`src/pmef_pkg.sv`:
```
// Summary of operation
// - Flag bit 7 sets when the rail source returns from battery to main.
// - Flag bit 6 sets when any enabled supply event occurs.
// - Flag bit 5 sets on a line voltage sag report.
// - Flag bit 3 sets on rail delta or new rail measurement.
// - Flag bit 2 sets on battery below threshold or new battery measurement.
// - Flag bit 1 sets when the rail source moves from main to battery.
// - Flag bit 0 sets on DC input low; all flags reset to zero.
// - Policy 00 main low, 01 main or DC low, 1X switchover off.
// - Peripheral bit 7 sets when a receive edge wakes from battery sleep.
// - Peripheral bit 6 shows rail source, 1 main, resets to 1.
// - Peripheral bit 5 reads 1 while main supply is adequate, resets 1.
// - Peripheral bit 4 reads 1 while PLL is unlocked, resets 0.
// - Peripheral bit 3 keeps reference on in battery sleep mode.
// - Receive function 00 GPIO, 01 serial no wake, 11 serial with wake.
// - Enable bits 7,5,3,2,1,0 gate matching flags onto the interrupt.
// - Enable bit 6 makes measurement status reads clear-on-read.
// - Flag register sits at special function address F8.
package pmef_pkg;

  // ----------------------------------------
  // Special function addresses
  // ----------------------------------------
  localparam logic [7:0] ADDR_ENABLE = 8'hEC;
  localparam logic [7:0] ADDR_PERIPHERAL_CONFIG_STATUS = 8'hF4;
  localparam logic [7:0] ADDR_CONFIG = 8'hF5;
  localparam logic [7:0] ADDR_FLAGS  = 8'hF8;

  // ----------------------------------------
  // Field positions
  // ----------------------------------------
  localparam int FLG_RESTORED = 7;
  localparam int FLG_SUMMARY  = 6;
  localparam int FLG_SAG      = 5;
  localparam int FLG_RESV     = 4;
  localparam int FLG_RAIL     = 3;
  localparam int FLG_BATTERY  = 2;
  localparam int FLG_SWITCH   = 1;
  localparam int FLG_DC       = 0;
  localparam int EN_READ_CLR  = 6;
  localparam int PER_RX_WAKE  = 7;
  localparam int PER_SOURCE   = 6;
  localparam int PER_MAIN_OK  = 5;
  localparam int PER_PLL      = 4;
  localparam int PER_REF_EN   = 3;
  localparam int PER_RESV     = 2;
  localparam int POL_OFF_BIT  = 1;
  localparam int NUM_FLAGS    = 8;

  // ----------------------------------------
  // Codes and masks
  // ----------------------------------------
  localparam logic [7:0] IRQ_EN_MASK  = 8'hAF;
  localparam logic [1:0] POL_MAIN     = 2'h0;
  localparam logic [1:0] POL_MAIN_DC  = 2'h1;
  localparam logic [1:0] RX_GPIO      = 2'h0;
  localparam logic [1:0] RX_SERIAL    = 2'h1;
  localparam logic [1:0] RX_WAKE      = 2'h3;
  localparam logic [7:0] RDATA_NONE   = 8'h00;
  localparam logic [7:0] FLAGS_RST    = 8'h00;
  localparam logic [7:0] ENABLE_RST   = 8'h00;
  localparam logic [7:0] CONFIG_RST   = 8'h00;

  // ----------------------------------------
  // State types
  // ----------------------------------------
  typedef struct packed {
    logic [7:0] enable;
    logic [7:0] config_reg;
    logic       rx_wake;
    logic       rail_main;
    logic       main_ok;
    logic       pll_unlocked;
    logic       ref_en;
    logic       resv2;
    logic [1:0] rx_func;
    logic [7:0] rdata;
  } pmef_state_t;

  localparam pmef_state_t STATE_RST = '{
    enable:       ENABLE_RST,
    config_reg:   CONFIG_RST,
    rx_wake:      1'b0,
    rail_main:    1'b1,
    main_ok:      1'b1,
    pll_unlocked: 1'b0,
    ref_en:       1'b0,
    resv2:        1'b0,
    rx_func:      RX_GPIO,
    rdata:        RDATA_NONE
  };

  typedef struct packed {
    logic q;
  } pmef_flag_t;

endpackage

```
`src/pmef_flag_bit.sv`:
```
`timescale 1ns/1ps
`default_nettype none
module pmef_flag_bit (
  input  wire logic clk,
  input  wire logic nrst,
  input  wire logic ce,
  input  wire logic set,
  input  wire logic wr,
  input  wire logic wdata,
  output logic      q
);

  pmef_pkg::pmef_flag_t st;
  pmef_pkg::pmef_flag_t next_st;

  // Hardware set beats a software clear in the same cycle
  always_comb begin
    next_st = st;
    if (ce) begin
      if (set) begin
        next_st.q = 1'b1;
      end else if (wr) begin
        next_st.q = wdata;
      end
    end
  end

  always_ff @(posedge clk or negedge nrst) begin
    if (!nrst) begin
      st <= '0;
    end else begin
      st <= next_st;
    end
  end

  assign q = st.q;

  set_wins_a: assert property (@(posedge clk) disable iff (!nrst)
    ce && set |=> q) else $error("flag lost a set");
  hold_a: assert property (@(posedge clk) disable iff (!nrst)
    q && !(ce && wr && !wdata) |=> q) else $error("flag dropped without clear");

endmodule
`default_nettype wire

```
`src/pmef_sfr_decode.sv`:
```
`timescale 1ns/1ps
`default_nettype none
module pmef_sfr_decode (
  input  wire logic [7:0] addr,
  input  wire logic       wr,
  input  wire logic [7:0] wdata,
  input  wire logic       bit_wr,
  input  wire logic [7:0] bit_addr,
  input  wire logic       bit_wdata,
  output logic            sel_enable,
  output logic            sel_peripheral_config_status,
  output logic            sel_config,
  output logic [7:0]      flag_wr,
  output logic [7:0]      flag_val
);

  logic flag_byte;
  logic flag_bits;

  assign sel_enable = wr && (addr == pmef_pkg::ADDR_ENABLE);
  assign sel_peripheral_config_status = wr && (addr == pmef_pkg::ADDR_PERIPHERAL_CONFIG_STATUS);
  assign sel_config = wr && (addr == pmef_pkg::ADDR_CONFIG);
  assign flag_byte  = wr && (addr == pmef_pkg::ADDR_FLAGS);
  // Flag register is bit addressable from F8 upward
  assign flag_bits  = bit_wr && (bit_addr[7:3] == pmef_pkg::ADDR_FLAGS[7:3]);

  // Byte write wins if both strobes fire together
  always_comb begin
    flag_wr  = '0;
    flag_val = wdata;
    if (flag_byte) begin
      flag_wr = '1;
    end else if (flag_bits) begin
      flag_wr[bit_addr[2:0]]  = 1'b1;
      flag_val[bit_addr[2:0]] = bit_wdata;
    end
  end

endmodule
`default_nettype wire

```
`src/pmef_top.sv`:
```
`timescale 1ns/1ps
`default_nettype none
module pmef_top (
  input  wire logic       CORE_CLK,
  input  wire logic       NRST,
  input  wire logic       CORE_CE,
  input  wire logic [7:0] SFR_ADDR,
  input  wire logic       SFR_WR,
  input  wire logic       SFR_RD,
  input  wire logic [7:0] SFR_WDATA,
  output logic      [7:0] SFR_RDATA,
  input  wire logic       BIT_WR,
  input  wire logic [7:0] BIT_ADDR,
  input  wire logic       BIT_WDATA,
  input  wire logic       RAIL_ON_MAIN,
  input  wire logic       MAIN_SUPPLY_OK,
  input  wire logic       PLL_UNLOCKED,
  input  wire logic       SAG_EVT,
  input  wire logic       RAIL_DELTA_EVT,
  input  wire logic       RAIL_MEAS_RDY,
  input  wire logic       BATTERY_LOW_EVT,
  input  wire logic       BATTERY_MEAS_RDY,
  input  wire logic       DC_INPUT_LOW_EVT,
  input  wire logic       RX_EDGE_WAKE_EVT,
  output logic            SUPPLY_IRQ,
  output logic            MEAS_STATUS_READ_CLEAR,
  output logic            SWITCH_ON_MAIN_LOW,
  output logic            SWITCH_ON_DC_LOW,
  output logic            SLEEP_REF_EN,
  output logic            RX_PIN_GPIO,
  output logic            RX_PIN_SERIAL,
  output logic            RX_WAKE_EN
);

  pmef_pkg::pmef_state_t st;
  pmef_pkg::pmef_state_t next_st;

  logic       sel_enable;
  logic       sel_peripheral_config_status;
  logic       sel_config;
  logic [7:0] flag_wr;
  logic [7:0] flag_val;
  logic [7:0] flags;
  logic [7:0] evt_raw;
  logic [7:0] evt_set;
  logic       any_enabled_evt;
  logic [7:0] peripheral_config_status_view;
  logic [7:0] gated;

  // ----------------------------------------
  // Register port decode
  // ----------------------------------------
  pmef_sfr_decode u_decode (
    .addr       (SFR_ADDR),
    .wr         (SFR_WR),
    .wdata      (SFR_WDATA),
    .bit_wr     (BIT_WR),
    .bit_addr   (BIT_ADDR),
    .bit_wdata  (BIT_WDATA),
    .sel_enable (sel_enable),
    .sel_peripheral_config_status (sel_peripheral_config_status),
    .sel_config (sel_config),
    .flag_wr    (flag_wr),
    .flag_val   (flag_val)
  );

  // ----------------------------------------
  // Event sources
  // ----------------------------------------
  // Source edges compare against the registered rail level, which resets
  // to main so a board that powers up on main raises nothing.
  always_comb begin
    evt_raw = '0;
    evt_raw[pmef_pkg::FLG_RESTORED] = !st.rail_main && RAIL_ON_MAIN;
    evt_raw[pmef_pkg::FLG_SAG]      = SAG_EVT;
    evt_raw[pmef_pkg::FLG_RAIL]     = RAIL_DELTA_EVT || RAIL_MEAS_RDY;
    evt_raw[pmef_pkg::FLG_BATTERY]  = BATTERY_LOW_EVT || BATTERY_MEAS_RDY;
    evt_raw[pmef_pkg::FLG_SWITCH]   = st.rail_main && !RAIL_ON_MAIN;
    evt_raw[pmef_pkg::FLG_DC]       = DC_INPUT_LOW_EVT;
  end

  // Summary only counts events whose enable is set; bit 6 of the enable
  // register is a read-clear control, not an enable, so it is masked.
  assign any_enabled_evt = |(evt_raw & st.enable & pmef_pkg::IRQ_EN_MASK);

  always_comb begin
    evt_set = evt_raw;
    evt_set[pmef_pkg::FLG_SUMMARY] = any_enabled_evt;
  end

  // ----------------------------------------
  // Sticky flags
  // ----------------------------------------
  genvar i;
  generate
    for (i = 0; i < pmef_pkg::NUM_FLAGS; i++) begin : g_flag
      pmef_flag_bit u_flag (
        .clk   (CORE_CLK),
        .nrst  (NRST),
        .ce    (CORE_CE),
        .set   (evt_set[i]),
        .wr    (flag_wr[i]),
        .wdata (flag_val[i]),
        .q     (flags[i])
      );
    end
  endgenerate

  // ----------------------------------------
  // Peripheral status view
  // ----------------------------------------
  always_comb begin
    peripheral_config_status_view = '0;
    peripheral_config_status_view[pmef_pkg::PER_RX_WAKE] = st.rx_wake;
    peripheral_config_status_view[pmef_pkg::PER_SOURCE]  = st.rail_main;
    peripheral_config_status_view[pmef_pkg::PER_MAIN_OK] = st.main_ok;
    peripheral_config_status_view[pmef_pkg::PER_PLL]     = st.pll_unlocked;
    peripheral_config_status_view[pmef_pkg::PER_REF_EN]  = st.ref_en;
    peripheral_config_status_view[pmef_pkg::PER_RESV]    = st.resv2;
    peripheral_config_status_view[1:0]                   = st.rx_func;
  end

  // ----------------------------------------
  // Next state
  // ----------------------------------------
  always_comb begin
    next_st = st;
    if (CORE_CE) begin
      next_st.rail_main    = RAIL_ON_MAIN;
      next_st.main_ok      = MAIN_SUPPLY_OK;
      next_st.pll_unlocked = PLL_UNLOCKED;
      if (sel_enable) begin
        // Reserved bit 4 is stored as written; software keeps it zero
        next_st.enable = SFR_WDATA;
      end
      if (sel_config) begin
        next_st.config_reg = SFR_WDATA;
      end
      if (sel_peripheral_config_status) begin
        // Only a zero clears the wake flag; a one is ignored
        if (!SFR_WDATA[pmef_pkg::PER_RX_WAKE]) begin
          next_st.rx_wake = 1'b0;
        end
        next_st.ref_en  = SFR_WDATA[pmef_pkg::PER_REF_EN];
        next_st.resv2   = SFR_WDATA[pmef_pkg::PER_RESV];
        next_st.rx_func = SFR_WDATA[1:0];
      end
      // Wake edge only counts when wake-up is armed; it beats a clear
      if (RX_EDGE_WAKE_EVT && st.rx_func == pmef_pkg::RX_WAKE) begin
        next_st.rx_wake = 1'b1;
      end
      // Read data is captured on the strobe, one cycle of latency
      if (SFR_RD) begin
        unique case (SFR_ADDR)
          pmef_pkg::ADDR_ENABLE: next_st.rdata = st.enable;
          pmef_pkg::ADDR_PERIPHERAL_CONFIG_STATUS: next_st.rdata = peripheral_config_status_view;
          pmef_pkg::ADDR_CONFIG: next_st.rdata = st.config_reg;
          pmef_pkg::ADDR_FLAGS:  next_st.rdata = flags;
          default:               next_st.rdata = pmef_pkg::RDATA_NONE;
        endcase
      end
    end
  end

  always_ff @(posedge CORE_CLK or negedge NRST) begin
    if (!NRST) begin
      st <= pmef_pkg::STATE_RST;
    end else begin
      st <= next_st;
    end
  end

  // ----------------------------------------
  // Outputs
  // ----------------------------------------
  assign gated                  = flags & st.enable & pmef_pkg::IRQ_EN_MASK;
  assign SUPPLY_IRQ             = |gated;
  assign MEAS_STATUS_READ_CLEAR = st.enable[pmef_pkg::EN_READ_CLR];
  // Upper policy bit disables switchover whatever the lower bit says
  assign SWITCH_ON_MAIN_LOW     = !st.config_reg[pmef_pkg::POL_OFF_BIT];
  assign SWITCH_ON_DC_LOW       = (st.config_reg[1:0] == pmef_pkg::POL_MAIN_DC);
  assign SLEEP_REF_EN           = st.ref_en;
  assign RX_PIN_GPIO            = (st.rx_func == pmef_pkg::RX_GPIO);
  // Code 10 is undefined; it is treated as serial without wake
  assign RX_PIN_SERIAL          = (st.rx_func != pmef_pkg::RX_GPIO);
  assign RX_WAKE_EN             = (st.rx_func == pmef_pkg::RX_WAKE);
  assign SFR_RDATA              = st.rdata;

  // ----------------------------------------
  // Checks
  // ----------------------------------------
  restored_set_a: assert property (@(posedge CORE_CLK) disable iff (!NRST)
    CORE_CE && !st.rail_main && RAIL_ON_MAIN |=> flags[pmef_pkg::FLG_RESTORED])
    else $error("restored flag not set");

  summary_set_a: assert property (@(posedge CORE_CLK) disable iff (!NRST)
    CORE_CE && SAG_EVT && st.enable[pmef_pkg::FLG_SAG] |=> flags[pmef_pkg::FLG_SUMMARY])
    else $error("summary flag not set");

  sag_set_a: assert property (@(posedge CORE_CLK) disable iff (!NRST)
    CORE_CE && SAG_EVT |=> flags[pmef_pkg::FLG_SAG])
    else $error("sag flag not set");

  rail_set_a: assert property (@(posedge CORE_CLK) disable iff (!NRST)
    CORE_CE && (RAIL_DELTA_EVT || RAIL_MEAS_RDY) |=> flags[pmef_pkg::FLG_RAIL])
    else $error("rail flag not set");

  battery_set_a: assert property (@(posedge CORE_CLK) disable iff (!NRST)
    CORE_CE && (BATTERY_LOW_EVT || BATTERY_MEAS_RDY) |=> flags[pmef_pkg::FLG_BATTERY])
    else $error("battery flag not set");

  switchover_set_a: assert property (@(posedge CORE_CLK) disable iff (!NRST)
    CORE_CE && st.rail_main && !RAIL_ON_MAIN |=> flags[pmef_pkg::FLG_SWITCH])
    else $error("switchover flag not set");

  dc_set_a: assert property (@(posedge CORE_CLK) disable iff (!NRST)
    CORE_CE && DC_INPUT_LOW_EVT |=> flags[pmef_pkg::FLG_DC])
    else $error("dc flag not set");

  policy_off_a: assert property (@(posedge CORE_CLK) disable iff (!NRST)
    CORE_CE && sel_config && SFR_WDATA[pmef_pkg::POL_OFF_BIT]
    |=> !SWITCH_ON_MAIN_LOW && !SWITCH_ON_DC_LOW)
    else $error("switchover not disabled");

  rx_wake_a: assert property (@(posedge CORE_CLK) disable iff (!NRST)
    CORE_CE && RX_EDGE_WAKE_EVT && RX_WAKE_EN |=> st.rx_wake)
    else $error("wake flag not set");

  source_read_a: assert property (@(posedge CORE_CLK) disable iff (!NRST)
    CORE_CE && SFR_RD && SFR_ADDR == pmef_pkg::ADDR_PERIPHERAL_CONFIG_STATUS
    |=> SFR_RDATA[pmef_pkg::PER_SOURCE] == $past(st.rail_main))
    else $error("source status wrong");

  pll_track_a: assert property (@(posedge CORE_CLK) disable iff (!NRST)
    CORE_CE |=> st.pll_unlocked == $past(PLL_UNLOCKED))
    else $error("pll status stale");

  irq_gate_a: assert property (@(posedge CORE_CLK) disable iff (!NRST)
    CORE_CE && sel_enable && SFR_WDATA == pmef_pkg::ENABLE_RST |=> !SUPPLY_IRQ)
    else $error("irq without enable");

  irq_hold_a: assert property (@(posedge CORE_CLK) disable iff (!NRST)
    SUPPLY_IRQ && !CORE_CE |=> SUPPLY_IRQ)
    else $error("irq dropped while frozen");

  flag_read_a: assert property (@(posedge CORE_CLK) disable iff (!NRST)
    CORE_CE && SFR_RD && SFR_ADDR == pmef_pkg::ADDR_FLAGS |=> SFR_RDATA == $past(flags))
    else $error("flag read wrong");

  enable_read_a: assert property (@(posedge CORE_CLK) disable iff (!NRST)
    CORE_CE && SFR_RD && SFR_ADDR == pmef_pkg::ADDR_ENABLE |=> SFR_RDATA == $past(st.enable))
    else $error("enable read wrong");

  rdata_hold_a: assert property (@(posedge CORE_CLK) disable iff (!NRST)
    !(CORE_CE && SFR_RD) |=> $stable(SFR_RDATA))
    else $error("read data moved without read");

  rail_track_a: assert property (@(posedge CORE_CLK) disable iff (!NRST)
    CORE_CE |=> st.rail_main == $past(RAIL_ON_MAIN))
    else $error("rail source stale");

  main_ok_a: assert property (@(posedge CORE_CLK) disable iff (!NRST)
    CORE_CE |=> st.main_ok == $past(MAIN_SUPPLY_OK))
    else $error("main supply status stale");

  wake_armed_a: assert property (@(posedge CORE_CLK) disable iff (!NRST)
    CORE_CE && !RX_WAKE_EN && !st.rx_wake |=> !st.rx_wake)
    else $error("wake flag set while unarmed");

  wake_clear_a: assert property (@(posedge CORE_CLK) disable iff (!NRST)
    CORE_CE && sel_peripheral_config_status && !SFR_WDATA[pmef_pkg::PER_RX_WAKE]
    && !(RX_EDGE_WAKE_EVT && RX_WAKE_EN) |=> !st.rx_wake)
    else $error("wake flag not cleared");

  ref_en_a: assert property (@(posedge CORE_CLK) disable iff (!NRST)
    CORE_CE && sel_peripheral_config_status |=> SLEEP_REF_EN == $past(SFR_WDATA[pmef_pkg::PER_REF_EN]))
    else $error("reference enable wrong");

  rx_func_a: assert property (@(posedge CORE_CLK) disable iff (!NRST)
    CORE_CE && sel_peripheral_config_status |=> st.rx_func == $past(SFR_WDATA[1:0]))
    else $error("receive function wrong");

  policy_dc_a: assert property (@(posedge CORE_CLK) disable iff (!NRST)
    CORE_CE && sel_config && SFR_WDATA[1:0] == pmef_pkg::POL_MAIN_DC
    |=> SWITCH_ON_MAIN_LOW && SWITCH_ON_DC_LOW)
    else $error("dc policy wrong");

  policy_main_a: assert property (@(posedge CORE_CLK) disable iff (!NRST)
    CORE_CE && sel_config && SFR_WDATA[1:0] == pmef_pkg::POL_MAIN
    |=> SWITCH_ON_MAIN_LOW && !SWITCH_ON_DC_LOW)
    else $error("main policy wrong");

  read_clear_a: assert property (@(posedge CORE_CLK) disable iff (!NRST)
    CORE_CE && sel_enable
    |=> MEAS_STATUS_READ_CLEAR == $past(SFR_WDATA[pmef_pkg::EN_READ_CLR]))
    else $error("read clear control wrong");

  flag_freeze_a: assert property (@(posedge CORE_CLK) disable iff (!NRST)
    !CORE_CE |=> flags == $past(flags))
    else $error("flags moved while frozen");

  clear_lands_a: assert property (@(posedge CORE_CLK) disable iff (!NRST)
    CORE_CE && SFR_WR && SFR_ADDR == pmef_pkg::ADDR_FLAGS
    && SFR_WDATA == pmef_pkg::FLAGS_RST && evt_set == '0 |=> flags == pmef_pkg::FLAGS_RST)
    else $error("flag clear lost");

  irq_none_a: assert property (@(posedge CORE_CLK) disable iff (!NRST)
    flags == pmef_pkg::FLAGS_RST |-> !SUPPLY_IRQ)
    else $error("irq without flags");

  // One check per interrupt-capable flag; bit 6 is a control, not a source
  genvar j;
  generate
    for (j = 0; j < pmef_pkg::NUM_FLAGS; j++) begin : g_irq_chk
      if (pmef_pkg::IRQ_EN_MASK[j]) begin : g_en
        irq_raise_a: assert property (@(posedge CORE_CLK) disable iff (!NRST)
          flags[j] && st.enable[j] |-> SUPPLY_IRQ)
          else $error("enabled flag without irq");
      end
    end
  endgenerate

endmodule
`default_nettype wire

```
`config.mk`:
```
export PLATFORM = sky130hd
export DESIGN_NAME = pmef_top
export DESIGN_NICKNAME = d
export VERILOG_FILES = /design/src/pmef_pkg.sv /design/src/pmef_flag_bit.sv /design/src/pmef_sfr_decode.sv /design/src/pmef_top.sv
export SDC_FILE = /design/constraint.sdc
export NUM_CORES = 1
export LEC_CHECK = 0
export BUFFER_PORTS_ARGS = -buffer_cell sky130_fd_sc_hd__buf_2
export CAP_MARGIN = 20
export CELL_PAD_IN_SITES_DETAIL_PLACEMENT = 1
export CELL_PAD_IN_SITES_GLOBAL_PLACEMENT = 2
export CORE_MARGIN = 10
export CORE_UTILIZATION = 37
export CTS_BUF_LIST = sky130_fd_sc_hd__clkbuf_2 sky130_fd_sc_hd__clkbuf_4 sky130_fd_sc_hd__clkbuf_8
export DETAILED_ROUTE_END_ITERATION = 8
export GPL_TIMING_DRIVEN = 0
export PLACE_DENSITY = 0.95
export SYNTH_ARGS = -nofsm -noshare
export SYNTH_HDL_FRONTEND = slang
export SYNTH_SLANG_ARGS = --single-unit
```
`constraint.sdc`:
```
create_clock -name CORE_CLK -period 2.6 [get_ports CORE_CLK]
set_clock_uncertainty 0.2 [all_clocks]
set_input_delay 0.26 -clock CORE_CLK [delete_from_list [all_inputs] [get_ports CORE_CLK]]
set_output_delay 0.26 -clock CORE_CLK [all_outputs]
set_load 0.005 [all_outputs]
```
# Yosys cells after proc, flatten, opt, wreduce, memory -nomap -nowiden
# Index checks and enable logic that the tools add are counted.
dict set report op_classes {
  magnitude_cmp 2
  n_eq_ne 8
  mux 25
  n_bitwise 2
  n_reduce_logical 39
}
# op count
set ops {}
lappend ops {{8-bit equality test, second input constant} 4}
lappend ops {{8-bit two-way mux} 4}
lappend ops {{8-bit case mux with 4 select lines} 1}
lappend ops {{2-bit AND reduction} 12}
lappend ops {{1-bit two-way mux} 18}
lappend ops {{2-bit nonzero test} 9}
lappend ops {{8-bit bitwise AND} 2}
lappend ops {{6-bit OR reduction} 2}
lappend ops {{1-bit logical AND} 9}
lappend ops {{8-bit bitwise mux} 1}
lappend ops {{5-bit equality test, second input constant} 1}
lappend ops {{3-bit by 4-bit < comparator with 1-bit output, second input constant} 1}
lappend ops {{1-bit demux with 3-bit select} 1}
lappend ops {{3-bit by 1-bit greater-or-equal comparator with 1-bit output, second input constant} 1}
lappend ops {{1-bit zero test} 3}
lappend ops {{3-bit AND reduction} 1}
lappend ops {{2-bit by 1-bit equality test with 1-bit output, second input constant} 1}
lappend ops {{2-bit equality test, second input constant} 1}
lappend ops {{2-bit zero test} 1}
lappend ops {{1-bit logical OR} 2}
lappend ops {{2-bit by 1-bit != test with 1-bit output, second input constant} 1}
dict set report word_totals {
  regBits 40
  wordCells 94
}

# Longest topological paths before layout
dict set report logic_depth {
  ltp_word 9
  depth_mapped 6
  mapped_depth_nobuf 5
}

# Cells and area by module
# Synthesis repeated with hierarchy kept, for this count alone.
dict set report unflattened {
  hier_cells 227
  hier_area_um2 2506.2
}
# mod instances cells_each area_each_um2 seq_area_each_um2
set by_module_without_submodules {}
lappend by_module_without_submodules {pmef_top 1 141 1681.6 803.3}
lappend by_module_without_submodules {pmef_flag_bit 8 5 56.3 25.0}
lappend by_module_without_submodules {pmef_sfr_decode 1 46 374.1 0.0}

# Worst setup path before layout
# OpenSTA, ideal clock, no wires.
dict set report synth_path {
  path_type {input port to flip-flop}
  from {input port BIT_ADDR[6]}
  to {register g_flag[4].u_flag.st}
  setup_ns 0.138
  arrival_ns 1.524
  required_ns 2.262
  path_slack_ns 0.738
  path_stages 6
  path_buffers 1
  path_cell_list {nand4_1 or3_1 clkbuf_1 or4_1 o21ai_0 a21oi_1}
}
dict set report synth_between {
  elab_chain_len 5
  word_cells_on_any_way 7
  classes_between {eq/ne (1); mux (4); reduce/logical (2)}
}
# item line
set synth_lines {}
lappend synth_lines {{start: declaration} pmef_top.sv:13} ;# input wire logic [7:0] BIT_ADDR,
lappend synth_lines {{5-bit equality test (*)} pmef_sfr_decode.sv:25} ;# assign flag_bits = bit_wr && (bit_addr[7:3] == pmef_pkg::ADDR_FLAGS[7:3]);
lappend synth_lines {{1-bit logical AND (*)} pmef_sfr_decode.sv:25}
lappend synth_lines {{8-bit two-way mux} pmef_sfr_decode.sv:33} ;# end else if (flag_bits) begin
lappend synth_lines {{8-bit two-way mux} pmef_sfr_decode.sv:31} ;# if (flag_byte) begin
lappend synth_lines {{2-bit AND reduction (no source line)} n/a}
lappend synth_lines {{end signal: assignment} pmef_flag_bit.sv:32} ;# st <= next_st;
lappend synth_lines {{end: declaration} pmef_flag_bit.sv:13} ;# pmef_pkg::pmef_flag_t st;
# Every way passes the cells marked *; elsewhere a longest branch is shown, timed or not.
# A chain may end at the register's enable or synchronous reset.

# Worst setup path in the final report
dict set report layout_path {
  from {input port SFR_ADDR[6]}
  to {register st[22] (netlist bit)}
}
dict set report layout_between {
  elab_chain_len 3
}
# item line
set layout_lines {}
lappend layout_lines {{start: declaration} pmef_top.sv:7} ;# input wire logic [7:0] SFR_ADDR,
lappend layout_lines {{8-bit equality test} pmef_sfr_decode.sv:22} ;# assign sel_config = wr && (addr == pmef_pkg::ADDR_CONFIG);
lappend layout_lines {{1-bit logical AND} pmef_sfr_decode.sv:22}
lappend layout_lines {{2-bit AND reduction (no source line)} n/a}
lappend layout_lines {{end signal: assignment} pmef_top.sv:167} ;# st <= pmef_pkg::STATE_RST;
lappend layout_lines {{end signal: assignment} pmef_top.sv:169} ;# st <= next_st;
lappend layout_lines {{end: declaration} pmef_top.sv:35} ;# pmef_pkg::pmef_state_t st;
# Every way passes these cells.

==> metrics.md <==
| Metric | Value |
|---|---|
| Max-slew headroom | 41.64% |
| Average size of a mapped cell | 10.61 µm² |
| TritonCTS clock tree | built |
| Setup repair after global routing missed its margin | no |
| Sum of negative setup slack | 0 ns |
| Number of buffers inserted to repair setup after CTS | 0 |
| Final count of hold timing violations | 0 |
| Initial antenna violation count | 0 |
| Switching pwr | 0.0003296 W |
| Residual DRC count | 0 |
| Yosys warnings | 0 |
| Syn Inst Count | 213 |
| Cell-internal power | 0.0009795 W |
| Detailed Route Iter0 Violations | 91 |
| Worst hold start | SFR_WDATA[4] |
| Final cycle utilization of the critical path | 71.89% |
| Critical Path RT | 2.59 ns |
| Starting density of the core | 38.17% |
| Worst hold-check path type | in -> reg |
| Sort of element at the end of the critical path | register |
| DPL Wire Length | 5420 µm |
| Source-to-sink clock delay at the later pin of the worst-skew pair | 0.31 ns |
| Ys flop type | dfrtp_1 |
| Top-level port count | 57 |
| Worst setup path startpoint | SFR_ADDR[6] |
| Cts hold-fix bufs | 3 |
| Category of the critical setup timing path | in -> reg |
| First-pass DRT Iterations | 4 |
| Routed length per instance | 19.44 µm |
| Sw Share | 25.18% |
| Count of flip-flops with a built-in enable after synthesis | 0 |
| Post-Synthesis Cell Area | 0.002260 mm² |
| Antenna Cells | 0 |
| Worst Max-Slew Pin Slew | 0.8754 ns |
| Status | completed |
| Post-synthesis net count | 254 |
| Sequential-to-total area share from yosys stat | 44.41% |
| Number of sinks on the clock net | 40 |
| Proportion of layout cells with a drive suffix above 1 | 40.65% |
| CTS H-tree depth | 2 |
| Leak Pwr | 1.283 nW |
| Total overflow reported by the global router | 0 |
| First-pass GRT wire length | 11400 µm |
| Fillcell total | 686 |
| Vias | 1988 |
| CORE AREA | 0.005921 mm² |
| Clock power frac | 39.6% |
| Clock buffer depth | 2 |
| Worst-path fanout max | 10 |
| Number of global-route vias before repair | 2166 |
| Number of nets in the layout | 318 |
| Power per unit of standard cell area | 472.6 mW/mm² |
| Worst r2r src | peripheral_config_status_view[6]$_DFFE_PN1P_ |
| Die Span X | 98.15 µm |
| Signal arrival time at the worst endpoint | 1.86 ns |
| Yosys reg bits | 40 |
| Post-route cell area | 0.002770 mm² |
| Die outline height | 98.15 µm |
| Post_cts resized | 0 |
| GR Util All Layers | 14.30% |
| Seq pwr share | 49.9% |
| Share of the core filled with cells in the final layout | 46.79% |
| Area growth from synthesis to layout | 22.59% |
| Most common cell after layout, fill and taps aside | buf_2 |
| Post-CTS clock slew at the launch and capture registers of the worst setup and hold paths | 0.09 ns |
| Weighted congestion reported at the end of routability-driven placement | 0.7861 |
| Count of different cell masters after synthesis | 47 |
| Portion of total power attributed to combinational logic | 10.5% |
| Startpoint type of the worst setup path | primary input |
| Vias per Instance | 5.632 |
| Wire length reported by the detailed router | 6861 µm |
| Max Transition Viols Final | 0 |
| Share of synthesized flip-flops with an asynchronous set or reset | 100.0% |
| Minimum period implied by the final worst setup slack | 1.869 ns |
| Total placed instance area | 0.002619 mm² |
| Cell at the root of the clock tree | clkbuf_8 |
| Final number of setup-violating endpoints | 0 |
| Maximum vdd drop | 0.0002696 V |
| Worst hold slack | 0.03979 ns |
| Total of buffers placed on input and output ports | 53 |
| Top achievable clock speed | 0.5350 GHz |
| Die footprint | 0.009633 mm² |
| Number of nets with antenna violations after routing | 0 |
| Site row count | 28 |
| Max-cap violation count | 0 |
| Most used cells in the layout excluding fill and tap cells | buf_2 (55), dfrtp_1 (38), mux2_2 (23) |
| Overall power consumption | 0.001309 W |
| Pin count of the biggest net entering global routing | 41 |
| Number of buffers added by the clock tree synthesis step | 5 |
## metal layers
metal	vias to the layer above	part of all wire, %	track usage [%]
li1	938	-	-
met5	-	0	0
met2	51	50	24.31
met3	6	5.6	3.665
met4	0	0.90	3.859
met1	993	43	17.47
## area by class of cell
type	count	area [µm²]	area share [%]
buffer	15	88.84	3.207
clock buffer	5	68.82	2.484
clock inverter	3	42.54	1.536
inverter	9	33.78	1.220
multi-input combinational	149	1134	40.92
sequential	40	1003	36.22
tap	75	93.84	3.388
timing repair buffer	57	305.3	11.02
## sequential cells by signal, summed over array words and instances, names as in the netlist
register	count
g_flag.u_flag.q	8
MEAS_STATUS_READ_CLEAR	1
peripheral_config_status_view	7
st	15
SFR_RDATA	8
SLEEP_REF_EN	1
## path summary, 6_finish.rpt
path / slack [ns] / depth (start not counted) / to
max in group asynchronous: 1.24 / 2 / g_flag[7].u_flag.q$_DFFE_PN0P_
min in group asynchronous: 0.39 / 2 / SFR_RDATA[6]$_DFFE_PN0P_
min: 0.04 / 2 / st[28]$_DFFE_PN0P_
max: 0.73 / 5 / st[22]$_DFFE_PN0P_
max reg2reg: 0.82 / 5 / g_flag[6].u_flag.q$_DFFE_PN0P_
min reg2reg: 0.28 / 2 / SFR_RDATA[4]$_DFFE_PN0P_
## kinds of logic after synthesis
group           share of synthesized area, %
mux                                    11.46
compound gates                         19.88
buf+inv                                5.426
flops                                  44.41
simple gates                           18.83
## stage by stage
stage / cells / setup slack [ns]
finish: 353 / 0.7309
global route: 353 / 0.6073
CTS: 352 / 0.7265
detailed placement: 341 / 0.4181
global placement: 341 / 0.4696
floorplan: 213 / 0.7383
## power groups by stage
stage                     Clock, W  Combinational, W  Sequential (W)
after floorplan                  0         0.0000565        0.000660
after global placement           0          0.000130        0.000663
after detailed placement         0          0.000135        0.000665
after CTS                 0.000522          0.000139        0.000653
after global routing      0.000554          0.000154        0.000655
final                     0.000518          0.000138        0.000653
## synthesized netlist by cell type, types with 2 or more instances
cell      count  area [µm²]
inv_1         8       30.03
buf_2         2       10.01
nor2b_1       2       12.51
or3_1         2       12.51
nor4_1        5       31.28
mux2_2       23       259.0
clkbuf_1      5       18.77
a211oi_1      2       15.01
buf_4         8       60.06
nand2b_1      3       18.77
a22o_2        5       50.05
nor3_1        2       10.01
nor4_4        2       42.54
a221oi_1      7       61.31
a21oi_1       3       15.01
nand2_1      18       67.56
and3_1        3       18.77
nor3_4        2       32.53
a31oi_1       3       18.77
a22oi_1       6       45.04
nand4_1       4       25.02
nor2_1        6       22.52
a22o_1        3       26.28
dfrtp_1      38       950.9
dfstp_2       2       52.55
o21ai_0      16       80.08
o21ai_1       6       30.03
or4_1         2       15.01
nand3_1       7       35.03
## critical path: stages
cell     delay, ns
buf_2         0.13
nand4_4       0.18
nor4_4        0.68
nand3_4       0.26
mux2_2        0.34
Power figures use the tool's default switching activity.
